$ cat config.mk
export PLATFORM = sky130hd
export DESIGN_NAME = bsc_scan_ctrl
export DESIGN_NICKNAME = d
export VERILOG_FILES = /design/src/logic/bsc_pkg.sv /design/src/logic/bsc_scan_ctrl.sv
export SDC_FILE = /design/constraint.sdc
export NUM_CORES = 1
export LEC_CHECK = 0
export BUFFER_PORTS_ARGS = -buffer_cell sky130_fd_sc_hd__buf_4
export CORE_AREA = 2 2 151 153
export DETAILED_ROUTE_END_ITERATION = 10
export DIE_AREA = 0 0 153 155
export MAX_ROUTING_LAYER = met4
export PLACE_DENSITY_LB_ADDON = 0.12
export SLEW_MARGIN = 20
export SYNTH_ARGS = -nofsm -noshare
export SYNTH_HDL_FRONTEND = slang
export SYNTH_SLANG_ARGS = --single-unit
$ cat constraint.sdc
create_clock -name SYS_CLK -period 1.86 [get_ports SYS_CLK]
set_clock_uncertainty 0.15 [all_clocks]
set_input_delay 0.093 -clock SYS_CLK [delete_from_list [all_inputs] [get_ports SYS_CLK]]
set_output_delay 0.093 -clock SYS_CLK [all_outputs]
set_load 0.01 [all_outputs]
$ cat src/logic/bsc_pkg.sv
// Constants, register map and carrier types for the boundary-scan and test-port control block.
package bsc_pkg;
	// Chain geometry.
	localparam int CHAIN_LEN = 57;
	localparam int PINS = 32;
	localparam int PIN_PER_PORT = 8;
	localparam int CELLS_PER_PIN = 2;
	localparam int PORT_A = 0;
	localparam int PORT_B = 1;
	localparam int PORT_C = 2;
	localparam int PORT_D = 3;
	localparam int PA_DATA_BASE = 0;
	localparam int PB_DATA_TOP = 56;
	localparam int PD_DATA_TOP = 39;
	localparam int PD_DATA_PINS = 7;
	localparam int PD_CTRL_PINS = 6;
	localparam int PD_LAST_DATA = 27;
	localparam int PC_DATA_TOP = 23;
	localparam int PC_CTRL_LOW = 15;
	localparam int RST_OBS_BIT = 40;
	localparam logic [5:0] PC_DATA_IDX [0:7] = '{6'h17, 6'h15, 6'h13, 6'h00, 6'h00, 6'h00, 6'h12, 6'h10};
	localparam logic [5:0] PC_CTRL_IDX [0:7] = '{6'h16, 6'h14, 6'h00, 6'h00, 6'h00, 6'h00, 6'h11, 6'h0f};
	localparam logic [7:0] PC_DATA_OK = 8'hc7;
	localparam logic [7:0] PC_CTRL_OK = 8'hc3;
	// Instruction register.
	localparam int IR_W = 4;
	localparam logic [IR_W-1:0] IR_EXTEST = 4'h0;
	localparam logic [IR_W-1:0] IR_SAMPLE = 4'h2;
	localparam logic [IR_W-1:0] IR_CORE_RST = 4'hc;
	localparam logic [IR_W-1:0] IR_BYPASS = 4'hf;
	localparam logic [IR_W-1:0] IR_CAPTURE = 4'h1;
	// Register map.
	localparam logic [7:0] ADDR_STATUS = 8'h34;
	localparam logic [7:0] ADDR_CTRL = 8'h35;
	localparam logic [7:0] ADDR_IRQ_STAT = 8'h36;
	localparam logic [7:0] ADDR_IRQ_MASK = 8'h37;
	localparam logic [7:0] CTRL_RESET = 8'h00;
	localparam logic [7:0] CTRL_RW_MASK = 8'h13;
	localparam int CTRL_DISABLE = 7;
	localparam int CTRL_PULLUP = 4;
	localparam int CTRL_VSEL = 1;
	localparam int CTRL_VCE = 0;
	localparam logic [7:0] STAT_RESET = 8'h00;
	localparam logic [7:0] STAT_MASK = 8'h1f;
	localparam int ST_TPRST = 4;
	localparam int ST_WDT = 3;
	localparam int ST_BOR = 2;
	localparam int ST_EXT = 1;
	localparam int ST_POR = 0;
	localparam logic [7:0] IRQ_MASK_W = 8'h07;
	localparam int IRQ_TPRST = 0;
	localparam int IRQ_DIS_CHG = 1;
	localparam int IRQ_DW_FAIL = 2;
	// Timed double-write window in clock cycles.
	localparam logic [2:0] DW_WINDOW_CYC = 3'h4;

	typedef struct packed {
		logic [7:0] pd;
		logic [7:0] pc;
		logic [7:0] pb;
		logic [7:0] pa;
	} bsc_pins_t;

	typedef enum logic [3:0] {
		TAP_RESET, TAP_IDLE, TAP_SEL_DR, TAP_CAP_DR, TAP_SHIFT_DR, TAP_EXIT1_DR,
		TAP_PAUSE_DR, TAP_EXIT2_DR, TAP_UPD_DR, TAP_SEL_IR, TAP_CAP_IR, TAP_SHIFT_IR,
		TAP_EXIT1_IR, TAP_PAUSE_IR, TAP_EXIT2_IR, TAP_UPD_IR
	} bsc_tap_t;
endpackage : bsc_pkg

$ cat src/logic/bsc_scan_ctrl.sv
// Boundary-scan chain, test access port and test-port control/status registers.
// How it works
// - Port D cells run from bit 39 down, data then control per pin from pin 0, ending with pin 6 data at bit 27.
// - Bits 23..15 hold port C pins 0,1,2,6,7 and bits 14..0 hold port A pin 7 down to pin 0, data first.
// - The test port works only while the disable bit is clear and the test-enable fuse is programmed.
// - The disable bit changes only when the same value is written to it twice within four cycles.
// - The control register resets to zero; bits 7,4,1,0 are writable and bits 6,5,3,2 read as zero.
// - The status register holds five writable reset-cause flags at bits 4..0 and bits 7..5 read zero.
// - A reset caused by a one in the test reset register sets the test-port reset flag.
// - The test-port reset flag clears on power-on reset or a software write of zero, nothing else.
// - Bit 0 of the chain is shifted in first and shifted out first.
// - Each data cell captures the pin's input level and drives its output data, each control cell captures and drives its output enable.
// - Bit 40 observes the active-low reset pin and bits 56..41 carry port B pins 0..7.
//
// Design decision made here: the plain strobed port.
module bsc_scan_ctrl (
	// Clock and reset.
	input wire logic SYS_CLK,
	input wire logic SYS_RST,
	// Register port.
	input wire logic [7:0] REG_ADDR,
	input wire logic [7:0] REG_WDATA,
	input wire logic REG_WR,
	input wire logic REG_RD,
	output logic [7:0] REG_RDATA,
	// Test access port pins, sampled by SYS_CLK.
	input wire logic TCK,
	input wire logic TMS,
	input wire logic TDI,
	output logic TDO,
	output logic TDO_OE,
	// Port pins.
	input wire bsc_pkg::bsc_pins_t PIN_IN,
	input wire bsc_pkg::bsc_pins_t CORE_DO,
	input wire bsc_pkg::bsc_pins_t CORE_OE,
	output bsc_pkg::bsc_pins_t PIN_DO,
	output bsc_pkg::bsc_pins_t PIN_OE,
	// Reset pin, fuse and reset-cause events from the reset controller.
	input wire logic RESET_N_PIN,
	input wire logic TEST_ENABLE_FUSE,
	input wire logic POR_EVT,
	input wire logic WDT_EVT,
	input wire logic BOR_EVT,
	input wire logic EXT_EVT,
	// Core-side outputs.
	output logic CORE_RESET_REQ,
	output logic TEST_PORT_ACTIVE,
	output logic PULLUP_DISABLE,
	output logic VECTOR_SELECT,
	output logic VECTOR_CHANGE_EN,
	output logic IRQ
);
	import bsc_pkg::*;

	localparam int SY_TCK = PINS;
	localparam int SY_TMS = PINS + 1;
	localparam int SY_TDI = PINS + 2;
	localparam int SY_RSTN = PINS + 3;
	localparam int SY_FUSE = PINS + 4;
	localparam int SYNC_W = PINS + 5;

	// Returns {valid, chain index} of the data or control cell of one pin.
	function automatic logic [6:0] cell_of(input int port, input int pin, input logic ctrl);
		logic [6:0] r;
		r = '0;
		case (port)
			PORT_A: if (!ctrl || pin != 0) begin
				r = {1'b1, 6'(PA_DATA_BASE + CELLS_PER_PIN * pin - int'(ctrl))};
			end
			PORT_B: r = {1'b1, 6'(PB_DATA_TOP - CELLS_PER_PIN * pin - int'(ctrl))};
			PORT_C: if (ctrl ? PC_CTRL_OK[pin] : PC_DATA_OK[pin]) begin
				r = {1'b1, ctrl ? PC_CTRL_IDX[pin] : PC_DATA_IDX[pin]};
			end
			PORT_D: if (ctrl ? pin < PD_CTRL_PINS : pin < PD_DATA_PINS) begin
				r = {1'b1, 6'(PD_DATA_TOP - CELLS_PER_PIN * pin - int'(ctrl))};
			end
			default: r = '0;
		endcase
		return r;
	endfunction : cell_of

	function automatic bsc_tap_t tap_next(input bsc_tap_t s, input logic tms);
		bsc_tap_t n;
		n = s;
		case (s)
			TAP_RESET: n = tms ? TAP_RESET : TAP_IDLE;
			TAP_IDLE: n = tms ? TAP_SEL_DR : TAP_IDLE;
			TAP_SEL_DR: n = tms ? TAP_SEL_IR : TAP_CAP_DR;
			TAP_CAP_DR: n = tms ? TAP_EXIT1_DR : TAP_SHIFT_DR;
			TAP_SHIFT_DR: n = tms ? TAP_EXIT1_DR : TAP_SHIFT_DR;
			TAP_EXIT1_DR: n = tms ? TAP_UPD_DR : TAP_PAUSE_DR;
			TAP_PAUSE_DR: n = tms ? TAP_EXIT2_DR : TAP_PAUSE_DR;
			TAP_EXIT2_DR: n = tms ? TAP_UPD_DR : TAP_SHIFT_DR;
			TAP_UPD_DR: n = tms ? TAP_SEL_DR : TAP_IDLE;
			TAP_SEL_IR: n = tms ? TAP_RESET : TAP_CAP_IR;
			TAP_CAP_IR: n = tms ? TAP_EXIT1_IR : TAP_SHIFT_IR;
			TAP_SHIFT_IR: n = tms ? TAP_EXIT1_IR : TAP_SHIFT_IR;
			TAP_EXIT1_IR: n = tms ? TAP_UPD_IR : TAP_PAUSE_IR;
			TAP_PAUSE_IR: n = tms ? TAP_EXIT2_IR : TAP_PAUSE_IR;
			TAP_EXIT2_IR: n = tms ? TAP_UPD_IR : TAP_SHIFT_IR;
			TAP_UPD_IR: n = tms ? TAP_SEL_DR : TAP_IDLE;
			default: n = TAP_RESET;
		endcase
		return n;
	endfunction : tap_next

	// Synchronisers. Only the second stage and the edge detector behind it are read.
	logic [SYNC_W-1:0] sync1_q, sync2_q;
	logic tck_prev_q;
	always_ff @(posedge SYS_CLK) begin
		if (SYS_RST) begin
			sync1_q <= '0;
			sync2_q <= '0;
			tck_prev_q <= 1'b0;
		end else begin
			sync1_q <= {TEST_ENABLE_FUSE, RESET_N_PIN, TDI, TMS, TCK, PIN_IN};
			sync2_q <= sync1_q;
			tck_prev_q <= sync2_q[SY_TCK];
		end
	end

	logic [PINS-1:0] pin_s;
	logic tck_rise, tck_fall, tms_s, tdi_s, rst_n_s, fuse_s;
	assign pin_s = sync2_q[PINS-1:0];
	assign tck_rise = sync2_q[SY_TCK] && !tck_prev_q;
	assign tck_fall = !sync2_q[SY_TCK] && tck_prev_q;
	assign tms_s = sync2_q[SY_TMS];
	assign tdi_s = sync2_q[SY_TDI];
	assign rst_n_s = sync2_q[SY_RSTN];
	assign fuse_s = sync2_q[SY_FUSE];

	// Register state.
	logic [7:0] ctrl_q, ctrl_d, stat_q, stat_d, irq_q, irq_d, mask_q, mask_d, rdata_q, rdata_d;
	logic [2:0] win_q, win_d;
	logic pend_q, pend_d, irq_out_q, irq_out_d;
	logic tap_en;
	assign tap_en = fuse_s && !ctrl_q[CTRL_DISABLE];

	// Test access port state.
	bsc_tap_t tap_q, tap_d;
	logic [IR_W-1:0] ir_q, ir_d, irsh_q, irsh_d;
	logic [CHAIN_LEN-1:0] bsr_q, bsr_d, upd_q, upd_d, cap_vec;
	logic byp_q, byp_d, rsh_q, rsh_d, rst_q, rst_d, tdo_q, tdo_d, tdo_oe_q, tdo_oe_d;
	logic tp_act_q, tp_act_d;
	logic [PINS-1:0] pin_do_q, pin_do_d, pin_oe_q, pin_oe_d;
	logic extest, scan_sel;
	logic [6:0] dc, cc;
	assign extest = tap_en && ir_q == IR_EXTEST;
	assign scan_sel = ir_q == IR_EXTEST || ir_q == IR_SAMPLE;
	// The activity flag is registered from the next state so it tracks the controller exactly.
	assign tp_act_d = tap_d != TAP_RESET;

	// Capture vector and pin multiplexing through the cell map.
	always_comb begin
		cap_vec = '0;
		pin_do_d = CORE_DO;
		pin_oe_d = CORE_OE;
		dc = '0;
		cc = '0;
		for (int i = 0; i < PINS; i++) begin
			dc = cell_of(i / PIN_PER_PORT, i % PIN_PER_PORT, 1'b0);
			cc = cell_of(i / PIN_PER_PORT, i % PIN_PER_PORT, 1'b1);
			if (dc[6]) begin
				cap_vec[dc[5:0]] = pin_s[i];
				if (extest) begin
					pin_do_d[i] = upd_q[dc[5:0]];
				end
			end
			if (cc[6]) begin
				cap_vec[cc[5:0]] = pin_oe_q[i];
				if (extest) begin
					pin_oe_d[i] = upd_q[cc[5:0]];
				end
			end
		end
		cap_vec[RST_OBS_BIT] = rst_n_s;
	end

	always_comb begin
		tap_d = tap_q;
		ir_d = ir_q;
		irsh_d = irsh_q;
		bsr_d = bsr_q;
		upd_d = upd_q;
		byp_d = byp_q;
		rsh_d = rsh_q;
		rst_d = rst_q;
		tdo_d = tdo_q;
		tdo_oe_d = tdo_oe_q;
		if (!tap_en) begin
			// A disabled port sits in reset so that re-enabling starts from a known state.
			tap_d = TAP_RESET;
			ir_d = IR_BYPASS;
			rst_d = 1'b0;
			tdo_oe_d = 1'b0;
		end else if (tck_rise) begin
			case (tap_q)
				TAP_RESET: begin
					ir_d = IR_BYPASS;
					rst_d = 1'b0;
				end
				TAP_CAP_DR: begin
					if (scan_sel) begin
						bsr_d = cap_vec;
					end
					rsh_d = rst_q;
					byp_d = 1'b0;
				end
				TAP_SHIFT_DR: begin
					if (scan_sel) begin
						bsr_d = {tdi_s, bsr_q[CHAIN_LEN-1:1]};
					end else if (ir_q == IR_CORE_RST) begin
						rsh_d = tdi_s;
					end else begin
						byp_d = tdi_s;
					end
				end
				TAP_UPD_DR: begin
					if (scan_sel) begin
						upd_d = bsr_q;
					end else if (ir_q == IR_CORE_RST) begin
						rst_d = rsh_q;
					end
				end
				TAP_CAP_IR: irsh_d = IR_CAPTURE;
				TAP_SHIFT_IR: irsh_d = {tdi_s, irsh_q[IR_W-1:1]};
				TAP_UPD_IR: ir_d = irsh_q;
				default: ;
			endcase
			tap_d = tap_next(tap_q, tms_s);
		end else if (tck_fall) begin
			// TDO changes on the falling edge so the tester samples a settled bit.
			tdo_oe_d = tap_q == TAP_SHIFT_DR || tap_q == TAP_SHIFT_IR;
			if (tap_q == TAP_SHIFT_IR) begin
				tdo_d = irsh_q[0];
			end else if (tap_q == TAP_SHIFT_DR) begin
				tdo_d = scan_sel ? bsr_q[0] : (ir_q == IR_CORE_RST ? rsh_q : byp_q);
			end
		end
	end

	always_ff @(posedge SYS_CLK) begin
		if (SYS_RST) begin
			tap_q <= TAP_RESET;
			ir_q <= IR_BYPASS;
			irsh_q <= '0;
			bsr_q <= '0;
			upd_q <= '0;
			byp_q <= 1'b0;
			rsh_q <= 1'b0;
			rst_q <= 1'b0;
			tdo_q <= 1'b0;
			tdo_oe_q <= 1'b0;
			tp_act_q <= 1'b0;
			pin_do_q <= '0;
			pin_oe_q <= '0;
		end else begin
			tap_q <= tap_d;
			ir_q <= ir_d;
			irsh_q <= irsh_d;
			bsr_q <= bsr_d;
			upd_q <= upd_d;
			byp_q <= byp_d;
			rsh_q <= rsh_d;
			rst_q <= rst_d;
			tdo_q <= tdo_d;
			tdo_oe_q <= tdo_oe_d;
			tp_act_q <= tp_act_d;
			pin_do_q <= pin_do_d;
			pin_oe_q <= pin_oe_d;
		end
	end

	// Registers, timed double write and interrupt status.
	logic wr_ctrl, wr_stat, tprst_set, dw_ok;
	logic [7:0] ev;
	assign wr_ctrl = REG_WR && REG_ADDR == ADDR_CTRL;
	assign wr_stat = REG_WR && REG_ADDR == ADDR_STATUS;
	assign tprst_set = rst_d && !rst_q;
	assign dw_ok = wr_ctrl && win_q != '0 && REG_WDATA[CTRL_DISABLE] == pend_q;

	always_comb begin
		ctrl_d = ctrl_q;
		stat_d = stat_q;
		mask_d = mask_q;
		win_d = win_q;
		pend_d = pend_q;
		rdata_d = '0;
		ev = '0;
		if (win_q != '0) begin
			win_d = win_q - 3'h1;
		end
		if (wr_ctrl) begin
			ctrl_d = (REG_WDATA & CTRL_RW_MASK) | (ctrl_q & ~CTRL_RW_MASK);
			if (dw_ok) begin
				ctrl_d[CTRL_DISABLE] = pend_q;
				ev[IRQ_DIS_CHG] = pend_q != ctrl_q[CTRL_DISABLE];
				win_d = '0;
			end else begin
				// Any other write only arms the window; the stored bit stays put.
				pend_d = REG_WDATA[CTRL_DISABLE];
				win_d = DW_WINDOW_CYC;
				ev[IRQ_DW_FAIL] = win_q != '0;
			end
		end else if (win_q == 3'h1) begin
			ev[IRQ_DW_FAIL] = 1'b1;
		end
		if (wr_stat) begin
			stat_d = REG_WDATA & STAT_MASK;
		end
		if (POR_EVT) begin
			stat_d[ST_TPRST] = 1'b0;
			stat_d[ST_POR] = 1'b1;
		end
		// Hardware set wins over a software clear in the same cycle.
		stat_d[ST_WDT] = stat_d[ST_WDT] | WDT_EVT;
		stat_d[ST_BOR] = stat_d[ST_BOR] | BOR_EVT;
		stat_d[ST_EXT] = stat_d[ST_EXT] | EXT_EVT;
		if (tprst_set) begin
			stat_d[ST_TPRST] = 1'b1;
		end
		ev[IRQ_TPRST] = tprst_set;
		if (REG_WR && REG_ADDR == ADDR_IRQ_MASK) begin
			mask_d = REG_WDATA & IRQ_MASK_W;
		end
		irq_d = ((REG_RD && REG_ADDR == ADDR_IRQ_STAT) ? 8'h00 : irq_q) | ev;
		if (REG_RD) begin
			case (REG_ADDR)
				ADDR_STATUS: rdata_d = stat_q & STAT_MASK;
				ADDR_CTRL: rdata_d = ctrl_q;
				ADDR_IRQ_STAT: rdata_d = irq_q;
				ADDR_IRQ_MASK: rdata_d = mask_q;
				default: rdata_d = '0;
			endcase
		end
		irq_out_d = |(irq_d & mask_d);
	end

	always_ff @(posedge SYS_CLK) begin
		if (SYS_RST) begin
			ctrl_q <= CTRL_RESET;
			stat_q <= STAT_RESET;
			mask_q <= '0;
			irq_q <= '0;
			win_q <= '0;
			pend_q <= 1'b0;
			rdata_q <= '0;
			irq_out_q <= 1'b0;
		end else begin
			ctrl_q <= ctrl_d;
			stat_q <= stat_d;
			mask_q <= mask_d;
			irq_q <= irq_d;
			win_q <= win_d;
			pend_q <= pend_d;
			rdata_q <= rdata_d;
			irq_out_q <= irq_out_d;
		end
	end

	assign REG_RDATA = rdata_q;
	assign TDO = tdo_q;
	assign TDO_OE = tdo_oe_q;
	assign PIN_DO = pin_do_q;
	assign PIN_OE = pin_oe_q;
	assign CORE_RESET_REQ = rst_q;
	assign TEST_PORT_ACTIVE = tp_act_q;
	assign PULLUP_DISABLE = ctrl_q[CTRL_PULLUP];
	assign VECTOR_SELECT = ctrl_q[CTRL_VSEL];
	assign VECTOR_CHANGE_EN = ctrl_q[CTRL_VCE];
	assign IRQ = irq_out_q;

	logic cap_scan;
	assign cap_scan = tap_en && tck_rise && tap_q == TAP_CAP_DR && scan_sel;
endmodule : bsc_scan_ctrl

== Yosys cells after proc, flatten, opt, wreduce, memory -nomap -nowiden ==
Index checks and enable logic that the tools add are counted.

* Bits in registers: 313
* Bits of input ports: 125
* Output and inout port bits: 80

* $add $sub $neg: 1
* Eq/ne operators: 29
* Mux-type cells: 104
* Bitwise operators: 10
* Reduce and logical (&&, ||, !) cells: 43

{| class="wikitable"
|+ Operators by type and width
! kind !! count
|-
| $mux W57 || 2
|-
| $pmux W57 S2 || 1
|-
| $mux W1 || 77
|-
| $pmux W4 S12 || 1
|-
| $eq A4 B4 Y1 const B || 9
|-
| $eq A8 B6 Y1 const B || 4
|-
| $pmux W8 S4 || 1
|-
| $mux W4 || 6
|-
| $eq A4 B3 Y1 const B || 4
|-
| $mux W8 || 2
|-
| $pmux W4 S2 || 2
|-
| $mux W3 || 5
|-
| $reduce_and A5 Y1 || 3
|-
| $eq A4 B2 Y1 const B || 3
|-
| $reduce_bool A2 Y1 || 6
|-
| $logic_and A1 B1 Y1 || 11
|-
| $ne A2 B2 Y1 const B || 5
|-
| $and A8 B8 Y8 || 1
|-
| $logic_not A4 Y1 || 2
|-
| $or A5 B8 Y8 || 1
|-
| $or A8 B3 Y8 || 1
|-
| $reduce_and A4 Y1 || 2
|-
| $reduce_or A2 Y1 || 4
|-
| $reduce_or A8 Y1 || 1
|-
| other kinds (17) || 33
|}

== Depth between registers and ports, before layout ==
Gate-level depths: netlist (run 1).

* Depth in word-level cells: 10
* Gate-level depth with buffers: 8
* Depth with buffers taken out: 6

== Worst setup path before layout (run 1) ==
Ideal clock, no wire load.

* Kind: reg-to-reg
* Start: register ctrl_q[7]
* End: register bsr_q[36]
* Arrival time: 1.590 ns
* Slack: -0.014 ns
* Stages on the path, launching flop included: 8
* Path through: dfxtp_1 -> and4bb_1 -> buf_2 -> nand2_1 -> nor3_4 -> buf_2 -> buf_2 -> a211oi_1

* Cells in the longest elaborated chain, start to end: 3

{| class="wikitable"
|+ Ends and longest elaborated chain
! what !! RTL line !! source
|-
| start: declaration || bsc_scan_ctrl.sv:133 || <nowiki>logic [7:0] ctrl_q, ctrl_d, stat_q, stat_d, irq_q, irq_d, mask_q, mask_d, rdata_q, rdata_d;</nowiki>
|-
| start signal: assignment || bsc_scan_ctrl.sv:350 || <nowiki>ctrl_q <= ctrl_d;</nowiki>
|-
| $logic_not A1 Y1 || bsc_scan_ctrl.sv:137 || <nowiki>assign tap_en = fuse_s && !ctrl_q[CTRL_DISABLE];</nowiki>
|-
| $logic_and A1 B1 Y1 || bsc_scan_ctrl.sv:137 ||
|-
| $reduce_and A5 Y1 (no line) || n/a ||
|-
| end signal: assignment || bsc_scan_ctrl.sv:261 || <nowiki>bsr_q <= bsr_d;</nowiki>
|-
| end: declaration || bsc_scan_ctrl.sv:142 || <nowiki>logic [CHAIN_LEN-1:0] bsr_q, bsr_d, upd_q, upd_d, cap_vec;</nowiki>
|}

Every way passes these cells.
A chain may end at the register's enable or synchronous reset.

== Worst setup path in the final report (run 1) ==
* Start: register ctrl_q[7]
* End: register bsr_q[1]

The elaborated chain is that of the path after synthesis.

==> flow_summary_export.csv, run 1 <==
group,metric,value,unit
timing,fmax,0.528,GHz
final_layout,drive_above_1_share,27.2,%
synth,synth_fp_nets,1317,
synth,synth.area.top_cells,"dfxtp_1 55%, nand2_1 8.2%, mux2i_1 6.5%, a21oi_1 6.1%, nor2b_1 5.1%",
timing,worst_slew_pin_slew,618,ps
placement,place_congestion,0.773,
cts,clkTransAtPathRegs,60,ps
synth,postSynthCellCount,1189,
worst_hold_path,hold_path_depth,4,
setup_path,cp_num_buf_inv,3,
final_layout,finalNetCount,1689,
placement,post-place-ws,-18.7,ps
routing,vias_per_cell,5.18,
timing,rsz0062_at_grt,"true",
synth,synth_area,10800,um^2
synth,ys_types,55,
cts,clock_path_buffers,3,
global_routing,grt_pass1_vias,9331,
global_routing,antenna_found_initial,0,
synth,yosysTopAreaCellShare,54.8,%
setup_path,crit_slowest_cell,"and4bb_2",
setup_path,path_cells,"and4bb_2 -> nand2_4 -> nor3_4 -> buf_12 -> buf_12 -> buf_12 -> nor2_1 -> a211oi_2",
timing,maxSlewViolCount,0,
cts,clock_sinks,297,
status,failed_checks,"negative setup slack",
setup_path,cp_slowest_stage_delay,360,ps
floorplan,die_w,153,um
global_routing,grt_overflow,0,
cts,clockRootBuffer,"clkbuf_16",
power_and_ir_drop,p_per_area,853,nW/um^2
floorplan,io_pins,205,
cts,cts_tree,"done",
routing,drt-wirelength-per-cell,16.1,um
final_layout,regArea,5950,um^2
floorplan,start_util,48.8,%
setup_path,worstSetupPathType,"reg2reg",
setup_path,critPathRequiredTime,2170,ps
setup_path,cpLargestDelayFamily,"simple AND/OR/NAND/NOR gates",
synth,yosysWarnings,0,
routing,drt_iter0_drc,498,
setup_path,cp-start-kind,"flip-flop",
final_layout,num_antenna_cells,0,
timing,max_slew_margin,58.8,%
synth,yosys.area.top_type,"dfxtp_1",
setup_path,worstPathArrival,2200,ps
timing,whs,9.56,ps
routing,route.detailed.drc,0,
routing,first_pass_iters,5,
power_and_ir_drop,ir_drop,0.741,mV
setup_path,worstReg2RegStart,"ctrl_q[7]",
final_layout,fillers,1592,
worst_hold_path,min_to,"REG_RDATA[7]",
cts,cts-htree-levels,1,
cts,clock_latency,550,ps
synth,ys_seq_area_share,54.8,%
floorplan,dieHeight,155,um
job,maxCapViolations,0,
setup_path,reg2regPathDepth,8,
routing,finalWirelength,30.0,mm
floorplan,rows,55,
placement,place_inst,1644,
floorplan,dieArea,23700,um^2
timing,setup_violations,16,
cts,cts_inserted_buffers,31,
timing,worst_slack,-34.2,ps
timing,finalSetupTns,-169,ps
timing,period_minus_slack,1890,ps
routing,ant_nets,0,
placement,portBuffers,198,
routing,vias,9668,
setup_path,critPathCaptureType,"flip-flop",
status,status,"finished with violations",
setup_path,rrSetupSlack,-30,ps
synth,ys_ff_latch,297,
timing,fin_crit_sh,102,%
worst_hold_path,hp-class,"in2reg",
synth,synth_ff_type,"dfxtp_1",
worst_hold_path,hold_start,"REG_ADDR[3]",
floorplan,coreArea,22200,um^2
synth,async_reset_ff_share,0,%
setup_path,timing.rr.end,"bsr_q[1]",
final_layout,syn2layout_area_growth,49.7,%
global_routing,grt_pass1_wl,44.5,mm
setup_path,cp_common_cell,"buf_12",
synth,postSynthAreaPerCell,9.12,um^2
final_layout,multi_input_area,4900,um^2
final_layout,utilization,73.0,%
final_layout,stdcell_count,1865,
global_routing,grt_usage,23.0,%
global_routing,grt_max_degree,122,
power_and_ir_drop,p_leak,6.81,nW
setup_path,crit_fanout,11,
placement,post-dp-hpwl,16.1,mm
synth,synth-edff-count,0,
timing,hold_viol,0,
-- kinds of logic (layout without fill, tap and decap cells) --
| group | after synthesis | in the layout | share of synthesized area (%) |
|---|---|---|---|
| and+or+nand+nor | 489 | 489 | 21.1 |
| buffers and inverters | 91 | 482 | 3.42 |
| muxes | 75 | 75 | 7.29 |
| adders and majority gates | 3 | 3 | 0.346 |
| xor gates and xnor gates | 2 | 2 | 0.162 |
| AOI/OAI and AO/OA | 232 | 232 | 12.8 |
| DFF | 297 | 297 | 54.8 |
-- layer usage --
metal,GRT usage (%),routed length [um],share of wire (%)
met4,5.38,448,1.5
met1,29.1,13600,45
met3,3.15,1370,4.6
met5,-,0,0
met2,39.3,14500,48
-- worst min-delay path, delay by kind of cell --
family / cells / cell delay [ps]
buf+inv: 1 / 80
simple gates: 3 / 480
-- state kept, by name, indices dropped and copies added, names as in the netlist, 3 cells and up --
register / count
sync1_q: 33
mask_q: 8
bsr_q: 57
upd_q: 53
irq_q: 8
tap_q: 4
ir_q: 4
PIN_DO: 32
irsh_q: 4
ctrl_q: 4
REG_RDATA: 8
win_q: 3
stat_q: 5
PIN_OE: 32
sync2_q: 33
-- cell usage in the layout, fill, tap and decap left out, drive strengths merged, types with 2 or more instances in the layout --
cell type and n:
a211oi 56, a21o 2, a21oi 132, a22oi 5, a311o 2, a31oi 5
a32oi 2, and2 12, and3 4, buf 263, bufinv 2, clkbuf 54
clkinv 5, clkinvlp 2, dfxtp 297, dlygate4sd3 147, ha 3, inv 9
mux2 2, mux2i 70, mux4 3, nand2 238, nand2b 9, nand3 11
nand4 6, nand4b 2, nor2 89, nor2b 89, nor3 7, nor3b 2
nor4 2, o211ai 3, o21ai 10, o22ai 6, or2 3, or3 7
or3b 2
-- report_power, final --
group / internal (mW) / switching, mW
logic: 0.678 / 0.490
registers: 6.55 / 0.0832
clock network: 3.61 / 2.43
-- how the worst max path moves through the flow --
stage | start | endpoint | slack [ps] | cells past startpoint
after CTS | ir_q[3] | PIN_DO[30] | -1 | 6
after global placement | tap_q[1] | bsr_q[36] | 10 | 5
final | ctrl_q[7] | bsr_q[1] | -30 | 8
after floorplan | ctrl_q[7] | bsr_q[36] | 20 | 7
after global routing | ctrl_q[7] | bsr_q[44] | -110 | 8
after detailed placement | ctrl_q[7] | bsr_q[1] | -20 | 7
-- synth_stat cells, types with 2 or more instances --
cell type and number:
mux2_2 2, nand4_1 6, mux4_2 3, o22ai_1 6, nand3_1 11, a32oi_1 2, nor2_1 89, a311o_1 2
o21ai_0 10, dfxtp_1 297, mux2i_1 70, nand2b_1 9, or3_1 7, inv_1 9, o211ai_1 3, a21o_1 2
a21oi_1 132, a22oi_1 5, clkbuf_1 55, a31oi_1 5, and3_1 4, nor3_1 5, or2_2 2, nor2b_1 89
buf_1 4, buf_2 23, a211oi_1 56, ha_1 3, and2_1 12, nand4b_1 2, nand2_1 238, nor3b_1 2
or3b_2 2
-- metrics by stage --
stage	area, um^2	power (mW)
after floorplan	10800	7.21
after global placement	13000	7.64
after detailed placement	13000	7.66
after CTS	15500	13.9
after global routing	16200	14.3
final	16200	13.8
-- timing repair --
action	CTS	global route
endpoints found under the setup margin	49	103
pin swaps	0	37
hold endpoints to repair	137	2
hold buffers	147	2
setup buffers	0	8
resized for setup	6	103
cloned	1	13
-- cell type report --
type / instances / share of cell area [%]
Clock buffer: 43 / 5.55
Sequential cell: 297 / 36.7
Clock inverter: 9 / 0.617
Timing Repair Buffer: 421 / 24.6
Tap cell: 285 / 2.20
Multi-Input combinational cell: 801 / 30.2
Inverter: 9 / 0.208
No activity file was read; power rests on OpenSTA's default activity.
==> inputs of run 2 (changes only) <==
RECOVER_POWER = 100   (was default)
==> flow_summary_export.csv, run 2 (synthesized netlist as in run 1, its figures left out) <==
group,metric,value,unit
status,status,"finished with violations",
status,failed_checks,"negative setup slack",
timing,max_slew_margin,58.4,%
placement,portBuffers,198,
routing,route.detailed.drc,0,
timing,period_minus_slack,1890,ps
floorplan,dieArea,23700,um^2
timing,whs,8.27,ps
timing,rsz0062_at_grt,"true",
cts,cts_inserted_buffers,31,
final_layout,syn2layout_area_growth,46.7,%
cts,clock_sinks,297,
final_layout,top_regs,"bsr_q: 57 flops, upd_q: 53 flops",
floorplan,start_util,48.8,%
setup_path,critPathRequiredTime,2170,ps
routing,ant_nets,0,
final_layout,mostFrequentLayoutCells,"293 x dfxtp_1, 231 x nand2_1, 155 x buf_4, 147 x dlygate4sd3_1, 104 x a21oi_1",
final_layout,largest_reg_flops,57,
placement,post-place-ws,-18.7,ps
floorplan,dieHeight,155,um
final_layout,fillers,1694,
setup_path,crit_slowest_cell,"and4bb_2",
power_and_ir_drop,p_per_area,865,nW/um^2
job,maxCapViolations,0,
cts,clockRootBuffer,"clkbuf_16",
routing,first_pass_iters,5,
cts,cts_tree,"done",
setup_path,worstSetupPathType,"reg2reg",
placement,place_inst,1644,
final_layout,multi_input_area,4890,um^2
final_layout,drive_above_1_share,22.0,%
global_routing,antenna_found_initial,0,
routing,vias_per_cell,5.16,
final_layout,num_antenna_cells,0,
timing,worst_slew_pin_slew,624,ps
global_routing,grt_max_degree,122,
setup_path,cp_common_cell,"buf_12",
floorplan,coreArea,22200,um^2
setup_path,crit_start,"ctrl_q[7]",
setup_path,cp_slowest_stage_delay,360,ps
worst_hold_path,hold_start,"REG_ADDR[3]",
timing,fin_crit_sh,102,%
global_routing,grt_overflow,0,
setup_path,critPathCaptureType,"flip-flop",
power_and_ir_drop,ir_drop,0.729,mV
setup_path,crit_fanout,11,
final_layout,regArea,5950,um^2
global_routing,grt_usage,23.0,%
routing,finalWirelength,29.9,mm
placement,post-dp-hpwl,16.1,mm
setup_path,worstPathArrival,2200,ps
routing,drt_iter0_drc,517,
floorplan,rows,55,
routing,drt-wirelength-per-cell,16.1,um
global_routing,grt_pass1_wl,44.5,mm
global_routing,grt_pass1_vias,9331,
final_layout,finalNetCount,1689,
cts,clock_latency,550,ps
cts,clock_path_buffers,3,
power_and_ir_drop,p_leak,6.48,nW
final_layout,layout_commonest_cell,"dfxtp_1",
floorplan,io_pins,205,
timing,setup_violations,17,
routing,vias,9627,
setup_path,worstReg2RegStart,"ctrl_q[7]",
timing,maxSlewViolCount,0,
worst_hold_path,hp-class,"in2reg",
timing,worst_slack,-31.1,ps
cts,clkTransAtPathRegs,60,ps
final_layout,top_register,"bsr_q",
placement,place_congestion,0.773,
cts,cts-htree-levels,1,
setup_path,path_cells,"and4bb_2 -> nand2_4 -> nor3_4 -> buf_12 -> buf_12 -> buf_12 -> nor2_1 -> a211oi_2",
timing,hold_viol,0,
timing,fmax,0.529,GHz
final_layout,stdcell_count,1865,
setup_path,cp-start-kind,"flip-flop",
floorplan,die_w,153,um
==> run 2: changes by cell type in the layout (fill, tap and decap cells not counted), sizes merged <==
cell,before,now
buf,263,179
clkbuf,54,138
==> run 2: path summary, 6_finish.rpt <==
path / to / slack (ps) / cells past startpoint
worst min register to register: sync2_q[1] / 280 / 1
worst max register to register: bsr_q[1] / -30 / 8
worst min-delay path: REG_RDATA[7] / 8 / 4
worst max-delay path: bsr_q[1] / -30 / 8
==> run 2: final cells by class <==
| class | instances | share of cell area [%] |
|---|---|---|
| well taps | 285 | 2.24 |
| clock buffers | 43 | 5.66 |
| inverters | 9 | 0.212 |
| flip-flops and latches | 297 | 37.4 |
| multi-input cells | 801 | 30.8 |
| clock inverters | 9 | 0.629 |
| repair buffers | 421 | 23.1 |
==> run 2: repair_timing <==
item                                    4_1_cts  5_1_grt
resized for setup                             6      103
endpoints found under the setup margin       49      103
buffers inserted                              0        8
hold buffers                                147        2
gates cloned                                  1       13
pin swaps                                     0       37
endpoints found under the hold margin       137        2
==> run 2: metal layers <==
| layer | track usage (%) | routed length, um |
|---|---|---|
| met1 | 29.1 | 13500 |
| met3 | 3.15 | 1520 |
| met2 | 39.3 | 14500 |
| met4 | 5.38 | 454 |
| met5 | - | 0 |
==> run 2: critical path: cells and delay by family, from the launching register on <==
| family | cells | cell delay (ps) |
|---|---|---|
| AO/OA/AOI/OAI | 1 | 190 |
| buffers and inverters | 3 | 420 |
| AND/OR/NAND/NOR | 4 | 720 |
| flip-flops | 1 | 330 |
==> run 2: per-stage QoR <==
stage / util [%] / area [um^2] / total power, mW / setup TNS, ps
5_1_grt: 71.6 / 15900 / 14.3 / -4270
3_3_place_gp: 58.3 / 13000 / 7.64 / 0
3_5_place_dp: 58.3 / 13000 / 7.66 / -151
6_report: 71.6 / 15900 / 13.8 / -181
4_1_cts: 69.6 / 15500 / 13.9 / -1.35
2_1_floorplan: - / 10800 / 7.21 / 0
==> run 2: power by group <==
group | internal [mW] | switching (mW) | total (mW)
Sequential | 6.55 | 0.0810 | 6.63
Clock | 3.61 | 2.42 | 6.04
Combinational | 0.617 | 0.487 | 1.10
Total | 10.8 | 2.99 | 13.8
